--- src/hw/dma_channel_consts.svh ---
// register offsets, field positions, reset values and codes of the dma channel block
`ifndef DMA_CHANNEL_CONSTS_SVH
`define DMA_CHANNEL_CONSTS_SVH
// ----------------------------------------
// register map, one 0x20 window per channel
// ----------------------------------------
`define CH_STRIDE_LOG2 5
`define OFS_CONTROL 5'h00
`define OFS_XFER_CTL 5'h04
`define OFS_SRC_ADDR 5'h08
`define OFS_DST_ADDR 5'h0C
`define OFS_BYTE_CNT 5'h10
`define OFS_STATUS 5'h14
// ----------------------------------------
// channel_control_reg fields
// ----------------------------------------
`define CC_GO 0
`define CC_EXT_REQ 1
`define CC_POLARITY 2
`define CC_EDGE 3
`define CC_SIZE_LO 4
`define CC_SRC_STEP_LO 6
`define CC_DST_STEP_LO 8
`define CC_SRC_IO 10
`define CC_DST_IO 11
`define CC_ADDR_MODE 15
`define CC_RESET 32'h0000_0000
// ----------------------------------------
// transfer_control_reg and status fields
// ----------------------------------------
`define TC_SRC_POS_LO 0
`define TC_DST_POS_LO 3
`define ST_ACTIVE 0
`define ST_NORMAL 1
`define ST_ABNORMAL 2
`define ST_CONFIG 3
// ----------------------------------------
// codes
// ----------------------------------------
`define STEP_FIXED 2'h0
`define STEP_INC 2'h1
`define STEP_DEC 2'h2
`define SIZE_16 2'h2
`define SIZE_8 2'h3
`define POS_BIT0 3'h0
`define POS_BIT16 3'h4
`endif

--- src/hw/dma_channel_pkg.sv ---
// types shared by the dma channel block
package dma_channel_pkg;
    typedef enum logic [2:0] {
        E_IDLE,
        E_WAIT_GRANT,
        E_READ,
        E_WRITE,
        E_RELEASE
    } engine_state_t;
endpackage : dma_channel_pkg

--- src/hw/dma_channel_control.sv ---
// four-channel dma controller with apb registers and dual-address engine
// ----------------------------------------
// Overview of operation
// - four independent channels, each with own settings
// - go bit write activates channel into ready
// - request takes bus, transfers, then releases it
// - finished channel returns to idle state
// - source and destination step independently per unit
// - counting starts at bit 0,4,8,12 or 16
// - position zero gives ordinary unit step
// - per channel internal or external request select
// - internal request holds until channel completes
// - external request line starts ready channel transfer
// - request line by edge or level, polarity
// - one I/O request moves one 32/16/8-bit unit
// - acknowledge clears request; memory pairs only at zero
// - I/O one unit per request; memory runs on
// - request cleared late may still give one transfer
// - read into holding register, then write it out
// - count codes 000..100 map bits; rest reserved
// - acknowledge asserted on every I/O access
// ----------------------------------------
`include "dma_channel_consts.svh"
module dma_channel_control #(
    parameter int NCH = 4,
    parameter int AW = 32
) (
    input wire logic pclk,
    input wire logic presetn,
    input wire logic psel,
    input wire logic penable,
    input wire logic pwrite,
    input wire logic [7:0] paddr,
    input wire logic [31:0] pwdata,
    output logic [31:0] prdata,
    output logic pready,
    output logic pslverr,
    input wire logic [NCH-1:0] dma_request_line_n,
    output logic [NCH-1:0] channel_acknowledge,
    output logic bus_request,
    input wire logic bus_grant,
    output logic mem_req,
    output logic mem_we,
    output logic [AW-1:0] mem_addr,
    output logic [1:0] mem_size,
    output logic [31:0] mem_wdata,
    input wire logic [31:0] mem_rdata,
    input wire logic mem_ready
);
    // ----------------------------------------
    // state
    // ----------------------------------------
    logic [31:0] channel_control_reg [NCH];
    logic [5:0] transfer_control_reg [NCH];
    logic [AW-1:0] src_addr [NCH];
    logic [AW-1:0] dst_addr [NCH];
    logic [31:0] byte_count_reg [NCH];
    logic [NCH-1:0] act, st_normal, st_abnormal, st_config;
    logic [NCH-1:0] line_q, edge_pend, run;
    logic [31:0] holding_register;
    dma_channel_pkg::engine_state_t eng;
    logic [1:0] cur;

    // ----------------------------------------
    // apb decode
    // ----------------------------------------
    logic [1:0] ach;
    logic [4:0] aofs;
    logic mapped, wr_en, rd_setup;
    logic [NCH-1:0] go_wr, go_ok, st_wr;
    assign ach = paddr[6:5];
    assign aofs = paddr[4:0];
    assign mapped = !paddr[7] && (aofs == `OFS_CONTROL || aofs == `OFS_XFER_CTL || aofs == `OFS_SRC_ADDR
        || aofs == `OFS_DST_ADDR || aofs == `OFS_BYTE_CNT || aofs == `OFS_STATUS);
    assign wr_en = psel && penable && pwrite && mapped;
    assign rd_setup = psel && !penable && !pwrite;
    assign pready = 1'b1;
    assign pslverr = psel && penable && !mapped;

    function automatic logic [2:0] unit_of(input logic [1:0] sz);
        unique case (sz)
            `SIZE_16: unit_of = 3'h2;
            `SIZE_8: unit_of = 3'h1;
            default: unit_of = 3'h4;
        endcase
    endfunction : unit_of

    // configuration check at go, new settings written with it
    logic [2:0] wunit;
    logic [31:0] wmask;
    assign wunit = unit_of(pwdata[`CC_SIZE_LO +: 2]);
    assign wmask = 32'(wunit) - 32'h0000_0001;
    for (genvar i = 0; i < NCH; i++) begin : g_go
        logic err;
        assign go_wr[i] = wr_en && ach == 2'(i) && aofs == `OFS_CONTROL && pwdata[`CC_GO] && !act[i];
        assign st_wr[i] = wr_en && ach == 2'(i) && aofs == `OFS_STATUS;
        assign err = (pwdata[`CC_SRC_IO] && pwdata[`CC_DST_IO]) || byte_count_reg[i] == 32'h0000_0000
            || (byte_count_reg[i] & wmask) != 32'h0000_0000 || (32'(src_addr[i]) & wmask) != 32'h0000_0000
            || (32'(dst_addr[i]) & wmask) != 32'h0000_0000 || st_normal[i] || st_abnormal[i];
        assign go_ok[i] = go_wr[i] && !err;
    end

    // ----------------------------------------
    // per-channel fields of the engine's channel
    // ----------------------------------------
    logic [31:0] cc;
    logic [2:0] unit;
    logic src_io, dst_io, m2m, last;
    logic [AW-1:0] src_next, dst_next;
    assign cc = channel_control_reg[cur];
    assign unit = unit_of(cc[`CC_SIZE_LO +: 2]);
    assign src_io = cc[`CC_SRC_IO];
    assign dst_io = cc[`CC_DST_IO];
    assign m2m = !src_io && !dst_io;
    assign last = byte_count_reg[cur] == 32'(unit);
    assign mem_size = cc[`CC_SIZE_LO +: 2];

    address_step #(.AW(AW)) u_src_step (
        .addr(src_addr[cur]),
        .mode(cc[`CC_SRC_STEP_LO +: 2]),
        .pos(transfer_control_reg[cur][`TC_SRC_POS_LO +: 3]),
        .unit(unit),
        .next_addr(src_next)
    );
    address_step #(.AW(AW)) u_dst_step (
        .addr(dst_addr[cur]),
        .mode(cc[`CC_DST_STEP_LO +: 2]),
        .pos(transfer_control_reg[cur][`TC_DST_POS_LO +: 3]),
        .unit(unit),
        .next_addr(dst_next)
    );

    // ----------------------------------------
    // request recognition
    // ----------------------------------------
    logic [NCH-1:0] req, lvl, hit, taken, done;
    logic any_req;
    logic [1:0] pick;
    logic unit_end;
    assign unit_end = eng == dma_channel_pkg::E_WRITE && mem_ready;
    for (genvar i = 0; i < NCH; i++) begin : g_req
        // line is active low; polarity bit turns the sense round
        assign lvl[i] = channel_control_reg[i][`CC_POLARITY] ? dma_request_line_n[i] : !dma_request_line_n[i];
        assign hit[i] = channel_control_reg[i][`CC_EDGE] ? edge_pend[i] : lvl[i];
        assign req[i] = act[i] && (!channel_control_reg[i][`CC_EXT_REQ] || run[i] || hit[i]);
        assign taken[i] = (eng == dma_channel_pkg::E_IDLE && any_req && pick == 2'(i));
        assign done[i] = unit_end && cur == 2'(i) && last;
    end
    assign any_req = |req;

    always_comb begin
        // fixed priority, lowest channel first
        pick = 2'h0;
        for (int k = NCH - 1; k >= 0; k--) begin
            if (req[k]) begin
                pick = 2'(k);
            end
        end
    end

    always_ff @(posedge pclk or negedge presetn) begin
        if (!presetn) begin
            line_q <= '1;
            edge_pend <= '0;
        end else begin
            line_q <= dma_request_line_n;
            for (int i = 0; i < NCH; i++) begin
                // new edge beats the clear of an old one
                if (act[i] && (channel_control_reg[i][`CC_POLARITY] ? (dma_request_line_n[i] && !line_q[i])
                        : (!dma_request_line_n[i] && line_q[i]))) begin
                    edge_pend[i] <= 1'b1;
                end else if (taken[i] || !act[i]) begin
                    edge_pend[i] <= 1'b0;
                end
            end
        end
    end

    // ----------------------------------------
    // channel state and status
    // ----------------------------------------
    always_ff @(posedge pclk or negedge presetn) begin
        if (!presetn) begin
            act <= '0;
            run <= '0;
            st_normal <= '0;
            st_abnormal <= '0;
            st_config <= '0;
        end else begin
            for (int i = 0; i < NCH; i++) begin
                if (go_ok[i]) begin
                    act[i] <= 1'b1;
                end else if (done[i]) begin
                    act[i] <= 1'b0;
                end
                // memory pairs keep running on one request until zero
                if (taken[i] && !channel_control_reg[i][`CC_SRC_IO] && !channel_control_reg[i][`CC_DST_IO]) begin
                    run[i] <= 1'b1;
                end else if (done[i] || !act[i]) begin
                    run[i] <= 1'b0;
                end
                if (done[i]) begin
                    st_normal[i] <= 1'b1;
                end else if (st_wr[i] && pwdata[`ST_NORMAL]) begin
                    st_normal[i] <= 1'b0;
                end
                if (go_wr[i] && !go_ok[i]) begin
                    st_abnormal[i] <= 1'b1;
                    st_config[i] <= 1'b1;
                end else if (st_wr[i]) begin
                    st_abnormal[i] <= st_abnormal[i] && !pwdata[`ST_ABNORMAL];
                    st_config[i] <= st_config[i] && !pwdata[`ST_CONFIG];
                end
            end
        end
    end

    // ----------------------------------------
    // channel settings and counters
    // ----------------------------------------
    always_ff @(posedge pclk or negedge presetn) begin
        if (!presetn) begin
            for (int i = 0; i < NCH; i++) begin
                channel_control_reg[i] <= `CC_RESET;
                transfer_control_reg[i] <= 6'h00;
                src_addr[i] <= '0;
                dst_addr[i] <= '0;
                byte_count_reg[i] <= 32'h0000_0000;
            end
        end else begin
            // settings of a running channel are not writable
            if (wr_en && !act[ach]) begin
                unique case (aofs)
                    `OFS_CONTROL: channel_control_reg[ach] <= {pwdata[31:1], 1'b0};
                    `OFS_XFER_CTL: transfer_control_reg[ach] <= pwdata[5:0];
                    `OFS_SRC_ADDR: src_addr[ach] <= AW'(pwdata);
                    `OFS_DST_ADDR: dst_addr[ach] <= AW'(pwdata);
                    `OFS_BYTE_CNT: byte_count_reg[ach] <= pwdata;
                    default: ;
                endcase
            end
            if (eng == dma_channel_pkg::E_READ && mem_ready) begin
                src_addr[cur] <= src_next;
            end
            if (unit_end) begin
                dst_addr[cur] <= dst_next;
                byte_count_reg[cur] <= byte_count_reg[cur] - 32'(unit);
            end
        end
    end

    // ----------------------------------------
    // transfer engine
    // ----------------------------------------
    always_ff @(posedge pclk or negedge presetn) begin
        if (!presetn) begin
            eng <= dma_channel_pkg::E_IDLE;
            cur <= 2'h0;
            bus_request <= 1'b0;
            mem_req <= 1'b0;
            mem_we <= 1'b0;
            mem_addr <= '0;
            mem_wdata <= 32'h0000_0000;
            holding_register <= 32'h0000_0000;
        end else begin
            unique case (eng)
                dma_channel_pkg::E_IDLE: begin
                    if (any_req) begin
                        cur <= pick;
                        bus_request <= 1'b1;
                        eng <= dma_channel_pkg::E_WAIT_GRANT;
                    end
                end
                dma_channel_pkg::E_WAIT_GRANT: begin
                    if (bus_grant) begin
                        mem_req <= 1'b1;
                        mem_we <= 1'b0;
                        mem_addr <= src_addr[cur];
                        eng <= dma_channel_pkg::E_READ;
                    end
                end
                dma_channel_pkg::E_READ: begin
                    if (mem_ready) begin
                        holding_register <= mem_rdata;
                        mem_wdata <= mem_rdata;
                        mem_we <= 1'b1;
                        mem_addr <= dst_addr[cur];
                        eng <= dma_channel_pkg::E_WRITE;
                    end
                end
                dma_channel_pkg::E_WRITE: begin
                    if (mem_ready) begin
                        if (m2m && !last) begin
                            // back to back, bus kept; source already stepped at read end
                            mem_we <= 1'b0;
                            mem_addr <= src_addr[cur];
                            eng <= dma_channel_pkg::E_READ;
                        end else begin
                            mem_req <= 1'b0;
                            mem_we <= 1'b0;
                            bus_request <= 1'b0;
                            eng <= dma_channel_pkg::E_RELEASE;
                        end
                    end
                end
                dma_channel_pkg::E_RELEASE: begin
                    // one spare cycle lets a level request fall after the acknowledge
                    eng <= dma_channel_pkg::E_IDLE;
                end
                default: eng <= dma_channel_pkg::E_IDLE;
            endcase
        end
    end

    // ----------------------------------------
    // acknowledge
    // ----------------------------------------
    logic io_access;
    assign io_access = mem_req && ((eng == dma_channel_pkg::E_READ && src_io)
        || (eng == dma_channel_pkg::E_WRITE && dst_io));
    always_comb begin
        channel_acknowledge = '0;
        if (io_access || (m2m && eng == dma_channel_pkg::E_WRITE && mem_req && last)) begin
            channel_acknowledge[cur] = 1'b1;
        end
    end

    // ----------------------------------------
    // read data
    // ----------------------------------------
    always_ff @(posedge pclk or negedge presetn) begin
        if (!presetn) begin
            prdata <= 32'h0000_0000;
        end else if (rd_setup) begin
            prdata <= 32'h0000_0000;
            if (mapped) begin
                unique case (aofs)
                    `OFS_CONTROL: prdata <= {channel_control_reg[ach][31:1], act[ach]};
                    `OFS_XFER_CTL: prdata <= {26'h0, transfer_control_reg[ach]};
                    `OFS_SRC_ADDR: prdata <= 32'(src_addr[ach]);
                    `OFS_DST_ADDR: prdata <= 32'(dst_addr[ach]);
                    `OFS_BYTE_CNT: prdata <= byte_count_reg[ach];
                    default: prdata <= {28'h0, st_config[ach], st_abnormal[ach], st_normal[ach], act[ach]};
                endcase
            end
        end
    end
endmodule : dma_channel_control

--- src/hw/address_step.sv ---
// next-address computation for one address counter
`include "dma_channel_consts.svh"
module address_step #(
    parameter int AW = 32
) (
    input wire logic [AW-1:0] addr,
    input wire logic [1:0] mode,
    input wire logic [2:0] pos,
    input wire logic [2:0] unit,
    output logic [AW-1:0] next_addr
);
    logic [AW-1:0] step;

    always_comb begin
        // positions 0 and 5-7 step by the unit, 1-4 from the selected bit
        if (pos == `POS_BIT0 || pos > `POS_BIT16) begin
            step = AW'(unit);
        end else begin
            step = AW'(1) << (4 * pos);
        end
        unique case (mode)
            `STEP_INC: next_addr = addr + step;
            `STEP_DEC: next_addr = addr - step;
            default: next_addr = addr;
        endcase
    end
endmodule : address_step

--- config.mk ---
export PLATFORM = sky130hd
export DESIGN_NAME = dma_channel_control
export DESIGN_NICKNAME = d
export VERILOG_FILES = /design/src/hw/dma_channel_pkg.sv /design/src/hw/dma_channel_control.sv /design/src/hw/address_step.sv
export VERILOG_INCLUDE_DIRS = /design/src /design/src/hw
export SDC_FILE = /design/constraint.sdc
export NUM_CORES = 2
export LEC_CHECK = 0
export BUFFER_PORTS_ARGS = -buffer_cell sky130_fd_sc_hd__buf_4
export CAP_MARGIN = 15
export CORE_MARGIN = 1.5
export CORE_UTILIZATION = 62
export DETAILED_ROUTE_END_ITERATION = 7
export PLACE_DENSITY = 0.8
export SKIP_CTS_REPAIR_TIMING = 1
export SYNTH_ARGS = -nofsm -noshare
export SYNTH_HDL_FRONTEND = slang
export SYNTH_SLANG_ARGS = --single-unit
--- constraint.sdc ---
create_clock -name pclk -period 17 [get_ports pclk]
set_input_delay 2.55 -clock pclk [delete_from_list [all_inputs] [get_ports pclk]]
set_output_delay 2.55 -clock pclk [all_outputs]
set_load 0.03 [all_outputs]
==> flow_summary.toml <==
[worst_setup_path]
required_ns = 14.45
delay_contributed_by_the_slowest_stage_of_the_critical_path_ns = 1.12
depth_of_the_worst_register_to_register_path = 21
setup.worst_path.class = "reg2out"
cp-end-kind = "primary output"
critPathArrivalTime_ns = 6.20
critPathLaunchType = "register"
crit_slowest_cell = "dfrtp_4"
reg2reg_from = "cur[0]"
critical_path.max_fanout = 49
r2r-end = "dst_addr[125]"
r2r_slack_ns = 9.00
timing.critical_path.cells = "buf_4 > mux4_2 > nor2b_1 > inv_1 > ha_1 > nand3_1 > nor3_1 > nand3_1 > nor4_4 > a21oi_1 > nand2_1 > o2111ai_1 > nor3_1 > buf_4"

[timing]
post-route-worst-setup-slack_ns = 8.249
hold_ws_ns = 0.4736
finalMaxSlewViolations = 0
timing_hold_violations_final = 0
layout_min_cycle_time_ns = 8.751
setup-violations-final = 0
fin_tns_setup_ns = 0
clock_skew_ns = 0.02697
worst_slew_pin_slew_ns = 1.309
min_period_over_period = 0.5148
setup_repair_after_global_routing_missed_its_margin = "no"
slew-limit-headroom = 0.1183
max_freq_ghz = 0.1143

[logic_synthesis]
post_synth_inst_count = 4111
postSynthNetCount = 4274
dominantRegCellSynth = "dfrtp_1"
synth-edff-count = 0
yosys_warnings = 0
synth_cell_type_count = 73
proportion_of_register_bits_with_asynchronous_set_or_reset_after_synthesis = 1.000
yosys_register_bits = 664
yosysSeqAreaShare = 0.3918
synth.cell_area_um2 = 42430
syn-mean-instance-area_um2 = 10.32

[placed_design]
dp_hpwl_um = 97440
io_buffers = 188
pre_cts_ws_ns = 8.943
place_congestion = 0.9941
dpl-instance-area_um2 = 44280

[floorplanning]
die_area_um2 = 70010
die_y_um = 264.6
die_span_in_x_um = 264.6
io-pin-count = 190
floorplan.core_area_um2 = 67400
fp-row-count = 95
initial_core_util = 0.6295

[power]
clockPowerShare = 0.338
p_switching_mw = 1.766
p_int_mw = 3.174
ir_drop_v = 0.0001104
power_per_cell_area_nw_per_um2 = 105.6
pwr-share-seq = 0.369
p_sw_frac = 0.3575
leakagePower_nw = 22.09
combPwrFrac = 0.293

[final_layout]
stdcell_area_um2 = 46790
syn2layout_area_growth_pct = 10.29
mostFrequentLayoutCell = "dfrtp_1"
layout.nets = 4292
highest_count_cells_in_the_layout_ignoring_fill_and_taps = "658 x dfrtp_1, 613 x nand2_1, 400 x o21ai_0"
drive_above_1_share = 0.2448
postLayoutCoreUtil = 0.6943

[detailed_routing]
avgViaCountPerCell = 7.129
detailedRoute.firstPassIterationCount = 6
route.final.wire_length_um = 145500
drtIter0Drc = 5222
wl_per_cell_um = 28.74
route.detailed.drc = 0
detailroute.via_count = 36080
route.antenna.remaining_nets = 0

[global_route]
gr-total-overflow = 0
via_count_of_the_first_global_routing_pass = 35520
grt.total_usage = 0.4176
use_met2 = 0.6312
grt.busiest_layer = "met2"
antenna_found_initial = 4
grtUsageMet1 = 0.5507
grt_pass1_wl_um = 219700
grt_util_met3 = 0.1162
grt_start_max_net_pins = 111

[clock_network]
cts_root_buf = "clkbuf_16"
cts_tree = "built"
clock_transition_at_path_regs_ns = 0.06
cts_inserted_buffers = 75
clk_path_buf_depth = 3
htree_levels = 3
clock_sinks = 664
clk-insertion-delay-late_ns = 0.66

[run_status]
outcome = "finished, final reports clean"

[worst_hold_path]
worstHoldPathCells = 2
hp-class = "reg2reg"
min_delay_worst_endpoint = "mem_wdata[12]"
holdCritStartpoint = "mem_wdata[12]"

[flow_run]
max_cap_viol_count = 0
through the flow:
step                std cells  total power [mW]
floorplan                4111             2.740
global placement         4925             3.214
detailed placement       4925             3.244
CTS                      5060             4.899
global route             5060             5.092
finish                   5061             4.940
layout make-up:
type                       count  area (um2)
antenna                        1       2.502
clock buffer                 107        2168
clock inverter                28       345.3
fill                        4865       20600
inverter                      66       247.7
multi-input combinational   3071       24400
sequential                   664       16630
tap                          873        1092
timing repair buffer         251        1903
worst max-delay path by stage:
stage / start / endpoint / slack (ns) / cells after the start
floorplan: cur[1] / channel_acknowledge[0] / 9.69 / 18
global placement: cur[0] / channel_acknowledge[0] / 9.03 / 10
detailed placement: cur[0] / channel_acknowledge[0] / 8.94 / 14
CTS: cur[0] / channel_acknowledge[0] / 8.27 / 14
global route: cur[0] / channel_acknowledge[0] / 8.02 / 14
finish: cur[0] / channel_acknowledge[0] / 8.25 / 14
logic make-up (layout without fill, tap and decap cells):
group / after synthesis / in the layout / synth area share
buffers and inverters: 376 / 452 / 0.03619
other: 1 / 2 / 0.00008839
AO/OA/AOI/OAI: 906 / 906 / 0.1298
XOR/XNOR: 63 / 63 / 0.01301
multiplexers: 852 / 852 / 0.2835
AND/OR/NAND/NOR: 1169 / 1169 / 0.1216
adder cells (fa/ha/maj): 80 / 80 / 0.02412
flip-flops: 664 / 664 / 0.3918
power groups by stage:
stage	registers [mW]	clock network [mW]	logic [mW]
after floorplan	1.94	0	0.804
after global placement	1.84	0	1.38
after detailed placement	1.84	0	1.40
after CTS	1.82	1.67	1.41
after global routing	1.84	1.73	1.52
final	1.82	1.67	1.45
Yosys cell counts (15+ instances only):
cell type | n | area share
a211oi_1 | 42 | 0.0074
a21o_1 | 36 | 0.0064
a21oi_1 | 159 | 0.019
a22o_1 | 28 | 0.0058
a31oi_1 | 19 | 0.0028
and2_1 | 28 | 0.0041
and3_1 | 33 | 0.0049
buf_1 | 59 | 0.0052
buf_2 | 15 | 0.0018
clkbuf_1 | 225 | 0.020
dfrtp_1 | 660 | 0.39
ha_1 | 77 | 0.023
inv_1 | 64 | 0.0057
mux2_2 | 326 | 0.087
mux2i_1 | 279 | 0.066
mux4_2 | 247 | 0.13
nand2_1 | 631 | 0.056
nand2b_1 | 17 | 0.0025
nand3_1 | 45 | 0.0053
nand4_1 | 16 | 0.0024
nor2_1 | 214 | 0.019
nor2b_1 | 20 | 0.0029
nor3_1 | 51 | 0.0060
nor4_1 | 55 | 0.0081
o21a_1 | 28 | 0.0050
o21ai_0 | 400 | 0.047
o21ai_2 | 32 | 0.0066
o22ai_1 | 38 | 0.0056
o31a_1 | 22 | 0.0045
o31ai_1 | 27 | 0.0048
or3_1 | 22 | 0.0032
xnor2_1 | 31 | 0.0064
xor2_1 | 32 | 0.0066
metal layers:
layer,up-vias,wire length [um]
met5,-,0
met4,0,8966
met3,569,18910
met2,2524,64750
met1,17790,52840
li1,15200,-
critical path, delay by kind of cell (launching register included):
kind / cells / cell delay, ns
AO/OA/AOI/OAI: 2 / 0.67
multiplexers: 1 / 0.64
adder cells (fa/ha/maj): 1 / 0.32
flip-flops: 1 / 1.12
buffers and inverters: 3 / 1.13
AND/OR/NAND/NOR: 7 / 1.58
Note: power is estimated with default switching activity, not from simulation.
